==> src/hw/ep_ctl_pkg.sv <==
// Constants for the endpoint abort and host buffer selector block.
// Assumes one 250 MHz clock and a same-clock register port.
//
// Functional notes
// Abort mask bit cancels endpoint's pending transactions.
// Aborted-endpoint transaction never locks other endpoints.
// Old-revision software leaves abort mask unused.
// Host runs software-started and periodic interrupt transfers.
// Interrupt endpoint polled each elapsed interval automatically.
// Interrupt transfers use one buffer, no alternation.
// Selector not reset before interrupt transfer.
// Software ignores pending-half register for interrupt endpoints.
// Selector toggles only under double buffering.
// Single-buffered fetch disregards the buffer selector.
package ep_ctl_pkg;
	// ************************
	// Sizes and timing
	// ************************
	localparam int          NUM_EP        = 16;
	localparam int          EP_W          = 4;
	localparam int          CLK_PERIOD_PS = 4000;
	localparam int          US_PS         = 1000000;
	localparam int          US_CYCLES     = (US_PS + CLK_PERIOD_PS - 1) / CLK_PERIOD_PS;
	localparam logic [7:0]  US_RELOAD     = 8'(US_CYCLES);

	// ************************
	// Register offsets
	// ************************
	localparam logic [7:0]  OFS_CTRL      = 8'h00;
	localparam logic [7:0]  OFS_ABORT     = 8'h04;
	localparam logic [7:0]  OFS_ARM       = 8'h08;
	localparam logic [7:0]  OFS_ABORT_HIT = 8'h0C;
	localparam logic [7:0]  OFS_START     = 8'h10;
	localparam logic [7:0]  OFS_INT_CFG   = 8'h14;
	localparam logic [7:0]  OFS_PENDING   = 8'h18;
	localparam logic [7:0]  OFS_IRQ_STAT  = 8'h1C;
	localparam logic [7:0]  OFS_IRQ_CLR   = 8'h20;
	localparam logic [7:0]  OFS_IRQ_EN    = 8'h24;

	// ************************
	// Fields
	// ************************
	localparam int          CTRL_HOST     = 0;
	localparam int          CTRL_DOUBLE   = 1;
	localparam int          INT_EN_BIT    = 8;
	localparam int          INT_IVL_LSB   = 16;
	localparam int          IRQ_ABORT     = 0;
	localparam int          IRQ_DEV_DONE  = 1;
	localparam int          IRQ_SW_DONE   = 2;
	localparam int          IRQ_INT_DONE  = 3;
	localparam int          IRQ_W         = 4;

	// ************************
	// Reset values and codes
	// ************************
	localparam logic [31:0] RST_WORD      = 32'h0000_0000;
	localparam logic [1:0]  RESP_ACK      = 2'h0;
	localparam logic [1:0]  RESP_NAK      = 2'h1;

	typedef enum logic [1:0] {
		H_IDLE = 2'b00,
		H_SW   = 2'b01,
		H_INT  = 2'b10
	} host_state_e;
endpackage

==> src/hw/ep_ctl.sv <==
// Endpoint abort (device role) and transfer scheduler with buffer selector (host role).
// Assumes link-side strobes are generated on REF_CLK by the packet engine.
`timescale 1ns/1ps
`default_nettype none
module ep_ctl (
	// Clock and reset
	input  wire logic                        REF_CLK,
	input  wire logic                        RST,
	// Register port
	input  wire logic [7:0]                  REG_ADDR,
	input  wire logic [31:0]                 REG_WDATA,
	input  wire logic                        REG_WR,
	input  wire logic                        REG_RD,
	output logic      [31:0]                 REG_RDATA,
	output logic                             IRQ,
	// Device-role link side
	input  wire logic                        DEV_TXN_START,
	input  wire logic [ep_ctl_pkg::EP_W-1:0] DEV_TXN_EP,
	input  wire logic                        DEV_TXN_DONE,
	output logic                             DEV_RESP_VALID,
	output logic      [1:0]                  DEV_RESP_CODE,
	// Host-role link side
	output logic                             HOST_TXN_REQ,
	output logic      [ep_ctl_pkg::EP_W-1:0] HOST_TXN_EP,
	output logic                             HOST_TXN_INTR,
	output logic                             HOST_BUF_SEL,
	output logic                             HOST_FETCH_HALF,
	input  wire logic                        HOST_TXN_DONE
);
	localparam int N = ep_ctl_pkg::NUM_EP;

	// ************************
	// Registers
	// ************************
	logic [31:0]                  ctrl;
	logic [N-1:0]                 endpoint_abort_mask;
	logic [N-1:0]                 armed;
	logic [N-1:0]                 abort_hit;
	logic [31:0]                  int_cfg;
	logic [1:0]                   buffer_software_pending;
	logic [ep_ctl_pkg::IRQ_W-1:0] irq_stat;
	logic [ep_ctl_pkg::IRQ_W-1:0] irq_en;
	logic [ep_ctl_pkg::EP_W-1:0]  dev_ep;
	logic [ep_ctl_pkg::EP_W-1:0]  sw_ep;
	ep_ctl_pkg::host_state_e      host_state;
	logic                         dev_busy, buf_sel, sw_req, int_due;

	logic                         host_mode, double_buf, int_enable, us_tick, ivl_fire, dev_aborted;
	logic                         wr_abort, wr_arm, wr_hit, wr_start, wr_pend, wr_clr;
	logic                         launch_sw, launch_int, host_done;
	logic [ep_ctl_pkg::IRQ_W-1:0] irq_set;

	assign host_mode  = ctrl[ep_ctl_pkg::CTRL_HOST];
	assign double_buf = ctrl[ep_ctl_pkg::CTRL_DOUBLE];
	assign int_enable = int_cfg[ep_ctl_pkg::INT_EN_BIT] && host_mode;
	assign wr_abort   = REG_WR && (REG_ADDR == ep_ctl_pkg::OFS_ABORT);
	assign wr_arm     = REG_WR && (REG_ADDR == ep_ctl_pkg::OFS_ARM);
	assign wr_hit     = REG_WR && (REG_ADDR == ep_ctl_pkg::OFS_ABORT_HIT);
	assign wr_start   = REG_WR && (REG_ADDR == ep_ctl_pkg::OFS_START);
	assign wr_pend    = REG_WR && (REG_ADDR == ep_ctl_pkg::OFS_PENDING);
	assign wr_clr     = REG_WR && (REG_ADDR == ep_ctl_pkg::OFS_IRQ_CLR);

	// ************************
	// Interval timing
	// ************************
	ep_interval_timer #(.WIDTH(8)) u_us_prescale (
		.clk     (REF_CLK),
		.rst     (RST),
		.enable  (int_enable),
		.tick_in (1'b1),
		.period  (ep_ctl_pkg::US_RELOAD),
		.fire    (us_tick)
	);

	// Poll interval in microseconds
	ep_interval_timer #(.WIDTH(16)) u_poll_interval (
		.clk     (REF_CLK),
		.rst     (RST),
		.enable  (int_enable),
		.tick_in (us_tick),
		.period  (int_cfg[ep_ctl_pkg::INT_IVL_LSB +: 16]),
		.fire    (ivl_fire)
	);

	// ************************
	// Software registers
	// ************************
	always_ff @(posedge REF_CLK or posedge RST) begin
		if (RST) begin
			ctrl    <= ep_ctl_pkg::RST_WORD;
			int_cfg <= ep_ctl_pkg::RST_WORD;
			irq_en  <= '0;
		end else if (REG_WR) begin
			if (REG_ADDR == ep_ctl_pkg::OFS_CTRL) ctrl <= {30'h0000_0000, REG_WDATA[1:0]};
			if (REG_ADDR == ep_ctl_pkg::OFS_INT_CFG) begin
				int_cfg <= {REG_WDATA[31:16], 7'h00, REG_WDATA[8], 4'h0, REG_WDATA[3:0]};
			end
			if (REG_ADDR == ep_ctl_pkg::OFS_IRQ_EN) irq_en <= REG_WDATA[ep_ctl_pkg::IRQ_W-1:0];
		end
	end

	always_ff @(posedge REF_CLK or posedge RST) begin
		if (RST) begin
			endpoint_abort_mask <= '0;
		end else if (wr_abort) begin
			endpoint_abort_mask <= REG_WDATA[N-1:0];
		end
	end

	// ************************
	// Device role: abort
	// ************************
	assign dev_aborted = endpoint_abort_mask[DEV_TXN_EP];

	always_ff @(posedge REF_CLK or posedge RST) begin
		if (RST) begin
			armed <= '0;
		end else begin
			for (int i = 0; i < N; i++) begin
				if (endpoint_abort_mask[i]) armed[i] <= 1'b0;
				else if (wr_arm && REG_WDATA[i]) armed[i] <= 1'b1;
				else if (DEV_TXN_DONE && dev_busy && (dev_ep == ep_ctl_pkg::EP_W'(i))) armed[i] <= 1'b0;
			end
		end
	end

	// Abort hit: set wins over clear
	always_ff @(posedge REF_CLK or posedge RST) begin
		if (RST) begin
			abort_hit <= '0;
		end else begin
			for (int i = 0; i < N; i++) begin
				if (DEV_TXN_START && !host_mode && dev_aborted && (DEV_TXN_EP == ep_ctl_pkg::EP_W'(i))) begin
					abort_hit[i] <= 1'b1;
				end else if (wr_hit && REG_WDATA[i]) begin
					abort_hit[i] <= 1'b0;
				end
			end
		end
	end

	// Answer per transaction; aborted or unarmed endpoint is refused
	always_ff @(posedge REF_CLK or posedge RST) begin
		if (RST) begin
			DEV_RESP_VALID <= 1'b0;
			DEV_RESP_CODE  <= ep_ctl_pkg::RESP_NAK;
			dev_busy       <= 1'b0;
			dev_ep         <= '0;
		end else begin
			DEV_RESP_VALID <= DEV_TXN_START && !host_mode;
			if (DEV_TXN_START && !host_mode) begin
				if (dev_aborted || !armed[DEV_TXN_EP]) begin
					DEV_RESP_CODE <= ep_ctl_pkg::RESP_NAK;
					dev_busy      <= 1'b0;
				end else begin
					DEV_RESP_CODE <= ep_ctl_pkg::RESP_ACK;
					dev_busy      <= 1'b1;
					dev_ep        <= DEV_TXN_EP;
				end
			end else if (DEV_TXN_DONE || endpoint_abort_mask[dev_ep]) begin
				dev_busy <= 1'b0;
			end
		end
	end

	// ************************
	// Host role: scheduler
	// ************************
	assign launch_sw  = (host_state == ep_ctl_pkg::H_IDLE) && sw_req;
	assign launch_int = (host_state == ep_ctl_pkg::H_IDLE) && !sw_req && int_due;
	assign host_done  = HOST_TXN_DONE && (host_state != ep_ctl_pkg::H_IDLE);

	always_ff @(posedge REF_CLK or posedge RST) begin
		if (RST) begin
			sw_req <= 1'b0;
			sw_ep  <= '0;
		end else if (wr_start && host_mode) begin
			sw_req <= 1'b1;
			sw_ep  <= REG_WDATA[ep_ctl_pkg::EP_W-1:0];
		end else if (launch_sw) begin
			sw_req <= 1'b0;
		end
	end

	// Poll due: new interval wins over launch
	always_ff @(posedge REF_CLK or posedge RST) begin
		if (RST) int_due <= 1'b0;
		else if (ivl_fire) int_due <= 1'b1;
		else if (launch_int || !int_enable) int_due <= 1'b0;
	end

	always_ff @(posedge REF_CLK or posedge RST) begin
		if (RST) begin
			host_state    <= ep_ctl_pkg::H_IDLE;
			HOST_TXN_REQ  <= 1'b0;
			HOST_TXN_EP   <= '0;
			HOST_TXN_INTR <= 1'b0;
		end else begin
			HOST_TXN_REQ <= launch_sw || launch_int;
			unique case (host_state)
				ep_ctl_pkg::H_IDLE: begin
					if (launch_sw) begin
						host_state    <= ep_ctl_pkg::H_SW;
						HOST_TXN_EP   <= sw_ep;
						HOST_TXN_INTR <= 1'b0;
					end else if (launch_int) begin
						host_state    <= ep_ctl_pkg::H_INT;
						HOST_TXN_EP   <= int_cfg[ep_ctl_pkg::EP_W-1:0];
						HOST_TXN_INTR <= 1'b1;
					end
				end
				ep_ctl_pkg::H_SW,
				ep_ctl_pkg::H_INT: begin
					if (HOST_TXN_DONE || !host_mode) begin
						host_state <= ep_ctl_pkg::H_IDLE;
					end
				end
				default: begin
					host_state <= ep_ctl_pkg::H_IDLE;
				end
			endcase
		end
	end

	// Selector: toggles on double-buffered software transfers only, cleared only by RST
	always_ff @(posedge REF_CLK or posedge RST) begin
		if (RST) begin
			buf_sel <= 1'b0;
		end else if (host_done && (host_state == ep_ctl_pkg::H_SW) && double_buf) begin
			buf_sel <= ~buf_sel;
		end
	end

	assign HOST_BUF_SEL    = buf_sel;
	assign HOST_FETCH_HALF = double_buf && !HOST_TXN_INTR ? buf_sel : 1'b0;

	// Pending half as selected at completion; set wins over clear
	always_ff @(posedge REF_CLK or posedge RST) begin
		if (RST) begin
			buffer_software_pending <= 2'h0;
		end else begin
			for (int h = 0; h < 2; h++) begin
				if (host_done && (buf_sel == h[0])) buffer_software_pending[h] <= 1'b1;
				else if (wr_pend && REG_WDATA[h]) buffer_software_pending[h] <= 1'b0;
			end
		end
	end

	// ************************
	// Interrupts
	// ************************
	always_comb begin
		irq_set                           = '0;
		irq_set[ep_ctl_pkg::IRQ_ABORT]    = DEV_TXN_START && !host_mode && dev_aborted;
		irq_set[ep_ctl_pkg::IRQ_DEV_DONE] = DEV_TXN_DONE && dev_busy;
		irq_set[ep_ctl_pkg::IRQ_SW_DONE]  = host_done && (host_state == ep_ctl_pkg::H_SW);
		irq_set[ep_ctl_pkg::IRQ_INT_DONE] = host_done && (host_state == ep_ctl_pkg::H_INT);
	end

	always_ff @(posedge REF_CLK or posedge RST) begin
		if (RST) begin
			irq_stat <= '0;
		end else begin
			irq_stat <= irq_set | (irq_stat & ~(wr_clr ? REG_WDATA[ep_ctl_pkg::IRQ_W-1:0] : '0));
		end
	end

	assign IRQ = |(irq_stat & irq_en);

	// ************************
	// Read port
	// ************************
	always_ff @(posedge REF_CLK or posedge RST) begin
		if (RST) begin
			REG_RDATA <= ep_ctl_pkg::RST_WORD;
		end else if (REG_RD) begin
			unique case (REG_ADDR)
				ep_ctl_pkg::OFS_CTRL:      REG_RDATA <= ctrl;
				ep_ctl_pkg::OFS_ABORT:     REG_RDATA <= 32'(endpoint_abort_mask);
				ep_ctl_pkg::OFS_ARM:       REG_RDATA <= 32'(armed);
				ep_ctl_pkg::OFS_ABORT_HIT: REG_RDATA <= 32'(abort_hit);
				ep_ctl_pkg::OFS_START:     REG_RDATA <= {29'h0, sw_req, host_state};
				ep_ctl_pkg::OFS_INT_CFG:   REG_RDATA <= int_cfg;
				ep_ctl_pkg::OFS_PENDING:   REG_RDATA <= {29'h0, buf_sel, buffer_software_pending};
				ep_ctl_pkg::OFS_IRQ_STAT:  REG_RDATA <= 32'(irq_stat);
				ep_ctl_pkg::OFS_IRQ_EN:    REG_RDATA <= 32'(irq_en);
				default:                   REG_RDATA <= ep_ctl_pkg::RST_WORD;
			endcase
		end else begin
			REG_RDATA <= ep_ctl_pkg::RST_WORD;
		end
	end
endmodule
`default_nettype wire

==> src/hw/ep_interval_timer.sv <==
// Reloading down-counter that pulses once per programmed period.
// Assumes tick_in and period come from the same clock domain.
`timescale 1ns/1ps
`default_nettype none
module ep_interval_timer #(
	parameter int WIDTH = 8
) (
	// Clock and reset
	input  wire logic             clk,
	input  wire logic             rst,
	// Control
	input  wire logic             enable,
	input  wire logic             tick_in,
	input  wire logic [WIDTH-1:0] period,
	// Event
	output logic                  fire
);
	logic [WIDTH-1:0] count;

	if (WIDTH < 2) begin : g_width_check
		$error("WIDTH too small");
	end

	assign fire = enable && tick_in && (count <= 1);

	always_ff @(posedge clk or posedge rst) begin
		if (rst) begin
			count <= '0;
		end else if (!enable) begin
			count <= '0;
		end else if (tick_in) begin
			if (count <= 1) begin
				count <= period;
			end else begin
				count <= count - 1'b1;
			end
		end
	end
endmodule
`default_nettype wire

==> config.mk <==
export PLATFORM = sky130hd
export DESIGN_NAME = ep_ctl
export DESIGN_NICKNAME = d
export VERILOG_FILES = /design/src/hw/ep_ctl_pkg.sv /design/src/hw/ep_ctl.sv /design/src/hw/ep_interval_timer.sv
export SDC_FILE = /design/constraint.sdc
export NUM_CORES = 1
export LEC_CHECK = 0
export ABC_AREA = 1
export CAP_MARGIN = 25
export CORE_UTILIZATION = 69
export CTS_CLUSTER_DIAMETER = 150
export DETAILED_ROUTE_END_ITERATION = 10
export DONT_BUFFER_PORTS = 1
export PLACE_DENSITY = 0.84
export SLEW_MARGIN = 20
export SYNTH_ARGS = -nofsm -noshare
export SYNTH_HDL_FRONTEND = slang
export SYNTH_SLANG_ARGS = --single-unit
==> constraint.sdc <==
create_clock -name REF_CLK -period 12.2 [get_ports REF_CLK]
set_input_delay 0.61 -clock REF_CLK [delete_from_list [all_inputs] [get_ports REF_CLK]]
set_output_delay 0.61 -clock REF_CLK [all_outputs]
set_load 0.05 [all_outputs]
### Yosys cells after proc, flatten, opt, wreduce, memory -nomap -nowiden

Index checks and enable logic that the tools add are counted.
W data, S select, Z words.

* output and inout port bits: 44
* memory bits (read-only): 0
* register bits after elaboration: 160
* RAM bits: 0
* memories: 0
* bits in latches: 0

* eq/ne operators: 44
* $mul: 0
* shift operators: 0
* add/subtract/negate cells: 2
* order comparisons: 4
* mux-type cells: 115
* reduce and logical (&&, ||, !) cells: 151
* bitwise logic cells: 6
* div/mod/pow operators: 0

Operator list (count)
* $pmux W32 S9: 1
* $mux W1: 98
* $logic_and A1 B1 Y1: 90
* $eq A4 B4 Y1 const B: 16
* $mux W16: 3
* $reduce_bool A3 Y1: 16
* $reduce_bool A2 Y1: 23
* $eq A4 B3 Y1 const B: 8
* $eq A8 B5 Y1 const B: 4
* $mux W32: 1
* $eq A4 B2 Y1 const B: 4
* $eq A8 B4 Y1 const B: 2
* $eq A8 B6 Y1 const B: 2
* $le A16 B1 Y1 const B: 1
* $mux W8: 2
* $sub A16 B1 Y16 const B: 1
* $bmux W1 S4: 3
* $mux W4: 3
* $reduce_and A2 Y1: 6
* $lt A4 B5 Y1 const B: 2
* $and A4 B4 Y4: 2
* $eq A4 B1 Y1 const B: 2
* $eq A8 B3 Y1 const B: 1
* $le A8 B1 Y1 const B: 1
* 17 further kinds: 30

### Logic depth before layout (Yosys ltp)

* depth after elaboration: 6
* gate-level depth with buffers: 13
* mapped depth without buffers: 12

### By module

A second synthesis with hierarchy kept.

* cells, all modules: 1112
* area total of the unflattened synthesis: 8475.6 um^2

By module, submodules not included
* ep_ctl: area each 6427.4 um^2, instances 1, cells an instance 785
* ep_interval_timer at u_poll_interval: area each 1402.6 um^2, instances 1, cells an instance 223
* ep_interval_timer at u_us_prescale: area each 645.6 um^2, instances 1, cells an instance 104

### Worst setup path after synthesis

Ideal clock, no wire load.

* path type: register to output
* start: register buf_sel (netlist: HOST_BUF_SEL)
* end: output HOST_FETCH_HALF
* slack: 9.702 ns
* stages on the path, launching flop included: 3
* data arrival time: 1.888 ns
* required time: 11.590 ns
* cells stage by stage: dfrtp_1 > inv_1 > nor3_1

* longest elaborated chain between the ends: 1

RTL lines
* start: declaration: line ep_ctl.sv:46 `logic dev_busy, buf_sel, sw_req, int_due;`
* start signal: assignment: line ep_ctl.sv:230 `buf_sel <= ~buf_sel;`
* $mux W1: line ep_ctl.sv:235 `assign HOST_FETCH_HALF = double_buf && !HOST_TXN_INTR ? buf_sel : 1'b0;`
* end: declaration: line ep_ctl.sv:27 `output logic HOST_FETCH_HALF,`

No other way between the ends.

### Final worst setup path

* start: register u_poll_interval.count[0]
* end: register u_poll_interval.count[4]

* longest elaborated chain between the ends: 4
* elaborated cells on any way between the ends: 5
* classes of those cells: add/sub: 1; order compare: 1; mux: 3

RTL lines
* start: declaration: line ep_interval_timer.sv:18 `logic [WIDTH-1:0] count;`
* start signal: assignment: line ep_interval_timer.sv:33 `count <= period;`
* start signal: assignment: line ep_interval_timer.sv:35 `count <= count - 1'b1;`
* $sub A16 B1 Y16 or $le A16 B1 Y1 (tied branches): line ep_interval_timer.sv:35, ep_interval_timer.sv:32
* $mux W16 (*): line ep_interval_timer.sv:32 `if (count <= 1) begin`
* $mux W16 (*): line ep_interval_timer.sv:31 `end else if (tick_in) begin`
* $mux W16 (*): line ep_interval_timer.sv:29 `end else if (!enable) begin`

Mark *: on every way between the ends. The rest lies on a longest branch, timed or not. The select of a mux whose other input is x is not followed.
A chain may end at the register's enable or synchronous reset.

==> flow_summary.yaml <==
status:
  outcome: "finished, final reports clean"
job:
  max-cap-violations: 0
final_layout:
  final_area_sq_um: 8650
  fillerInstances: 768
  antenna_cells: 0
  area_delta_synth_final_pct: 8.61
  drive_gt1_frac: 0.0797
  final_nets: 1061
  postLayoutCoreUtil: 0.784
timing:
  max_slew.worst_pin.slew_ns: 0.847
  finalHoldViolCount: 0
  setup_slack_ns: 9.80
  fmax_mhz: 417
  period_share: 0.196
  slew_headroom: 0.436
  min_period_ns: 2.40
  clock_skew_ns: 0.00812
  setup_viol: 0
  maxSlewViolCount: 0
  finalSetupTns_ns: 0
  fin_worst_hold_slack_ns: 0.199
  rsz0062_at_grt: "false"
drt:
  drtIter0Drc: 881
  drt-total-wl_mm: 20.4
  drc: 0
  dr.pass1.iters: 5
  vias: 6911
  ant_nets: 0
  wl_per_cell_microns: 17.6
  avgViaCountPerCell: 5.98
logic_synthesis:
  syn_nets: 1061
  ys_warn_count: 0
  synth.avg_cell_area_sq_um: 7.94
  syn_area_sq_um: 7960
  yosysUniqueCellTypes: 43
  ys_seq_elements: 159
  ys_seq_area_frac: 0.500
  syn_inst: 1003
clock_network:
  cts_tree: "built"
  clock_latency_ns: 0.44
  cts_max_level: 4
  clk_pin_slew_worst_paths_ns: 0.07
  post_cts_buffers: 0
  tritoncts.num_buffers: 17
  clock-root-buffer: "clkbuf_16"
  clock_sinks: 159
  clock_path_buffers: 2
  holdBufCountCts: 0
  cts_resized: 0
floorplan:
  rows: 38
  die_w_microns: 109
  io_pins: 95
  fp.dieH_microns: 109
  start_util: 0.722
  core-area_sq_um: 11000
  floorplan.die_area_sq_um: 12000
placement:
  gp_congestion: 0.973
  place_area_sq_um: 8010
  pre_cts_ws_ns: 9.73
  port_buffers: 0
  place_hpwl_mm: 13.4
grt:
  grt_max_degree: 93
  grt-ovfl-total: 0
  grt_pass1_wl_mm: 33.0
  grtUsageTotal: 0.373
  grt_pass1_vias: 6615
  antenna_found_initial: 0
critical_path:
  startpoint_type: "flip-flop"
  cp.required_ns: 12.54
  crit_fanout: 11
  critPathCaptureType: "flip-flop"
  worstSetupPathType: "reg2reg"
  arrival_ns: 2.74
hold_path:
  min_path_type: "in2async"
pwr:
  p_leak_nw: 4.47
  power.density_nw_per_um2: 144
  ir_drop_mv: 0.145
[synth_stat cells, drive strengths merged]
cell	count	area, sq um
a22o	2	17.5
nor4	1	6.26
nor2b	1	6.26
buf	16	126
a211oi	1	7.51
a21oi	32	160
conb	1	3.75
nor3	5	25.0
nand2	377	1450
nor2	86	405
xor2	7	61.3
dfstp	1	26.3
a31oi	1	6.26
o21bai	2	15.0
dfrtp	158	3950
ha	7	87.6
nand4	8	50.1
o22ai	3	18.8
xnor2	5	43.8
o21ai	70	350
nand3	68	363
a22oi	6	45.0
mux2	14	158
o211ai	14	105
clkbuf	8	40.0
o21a	5	37.5
clkinv	1	3.75
inv	102	383
o31ai	1	7.51
[per-layer routing]
metal | GRT usage | wire length (microns)
met5 | 0 | 0
met1 | 0.499 | 8200
met4 | 0.139 | 376
met3 | 0.108 | 2160
met2 | 0.581 | 9640
[kinds of logic (layout without fill, tap and decap cells)]
kind of cell | after synthesis | count (layout) | synth area share
buffers and inverters | 127 | 140 | 0.0694
other | 1 | 1 | 0.000471
DFF | 159 | 159 | 0.500
muxes | 14 | 14 | 0.0198
xor gates and xnor gates | 12 | 12 | 0.0132
and+or+nand+nor | 546 | 546 | 0.290
adders and majority gates | 7 | 7 | 0.0110
AOI/OAI and AO/OA | 137 | 137 | 0.0968
[state kept, by name, summed over array words and instances, names as in the netlist, 2 cells and up]
| register | flops |
|---|---|
| HOST_TXN_EP | 4 |
| REG_RDATA | 32 |
| abort_hit | 16 |
| armed | 16 |
| buffer_software_pending | 2 |
| ctrl | 2 |
| dev_ep | 4 |
| endpoint_abort_mask | 16 |
| host_state | 2 |
| int_cfg | 21 |
| irq_en | 4 |
| irq_stat | 4 |
| sw_ep | 4 |
| u_poll_interval.count | 16 |
| u_us_prescale.count | 8 |
[final cells by class]
cell class	instances	area, sq um	share of cell area
Clock inverter	13	174	0.0201
Clock buffer	19	453	0.0524
Multi-Input combinational cell	717	3430	0.397
Tap cell	140	175	0.0203
Inverter	103	392	0.0453
Timing Repair Buffer	5	45.0	0.00521
Sequential cell	159	3980	0.460
[report_power, final]
part	leakage (nW)	switching (mW)	internal, mW
clock network	0.303	0.229	0.337
registers	2.17	0.0295	0.551
logic	2.00	0.0690	0.0254
[layout by cell type (no fill, tap or decap), types with 9 or more instances in the layout]
master     instances
a21oi_1           32
nor2_1            74
inv_1             92
clkbuf_16         17
nand3_1           65
dfrtp_1          158
inv_2              9
o21ai_0           64
nand2_1          367
o211ai_1          14
[through the flow]
stage | total power [mW] | instances
after floorplan | 0.656 | 1003
after global placement | 0.676 | 1123
after detailed placement | 0.680 | 1123
after CTS | 1.24 | 1155
after global routing | 1.28 | 1156
final | 1.24 | 1156
[path summary, 6_finish.rpt]
check / start / end / slack [ns] / cells past startpoint
hold reg to reg: u_us_prescale.count[0] / u_us_prescale.count[0] / 0.48 / 1
max in group asynchronous: RST / REG_RDATA[13] / 10.65 / 2
min in group REF_CLK: REG_RD / REG_RDATA[15] / 0.29 / 2
hold / removal: RST / REG_RDATA[17] / 0.20 / 1
setup reg to reg: u_poll_interval.count[0] / u_poll_interval.count[4] / 9.80 / 8
setup / recovery: u_poll_interval.count[0] / u_poll_interval.count[4] / 9.80 / 8
[critical path, cell delays in order, from the launching register on]
cell,delay [ns]
dfrtp_1,0.41
inv_1,0.13
ha_1,0.22
inv_1,0.07
a211oi_1,0.25
nand2_1,0.26
nor2_1,0.69
nand2_1,0.14
o211ai_1,0.14
Power figures use the tool's default switching activity.
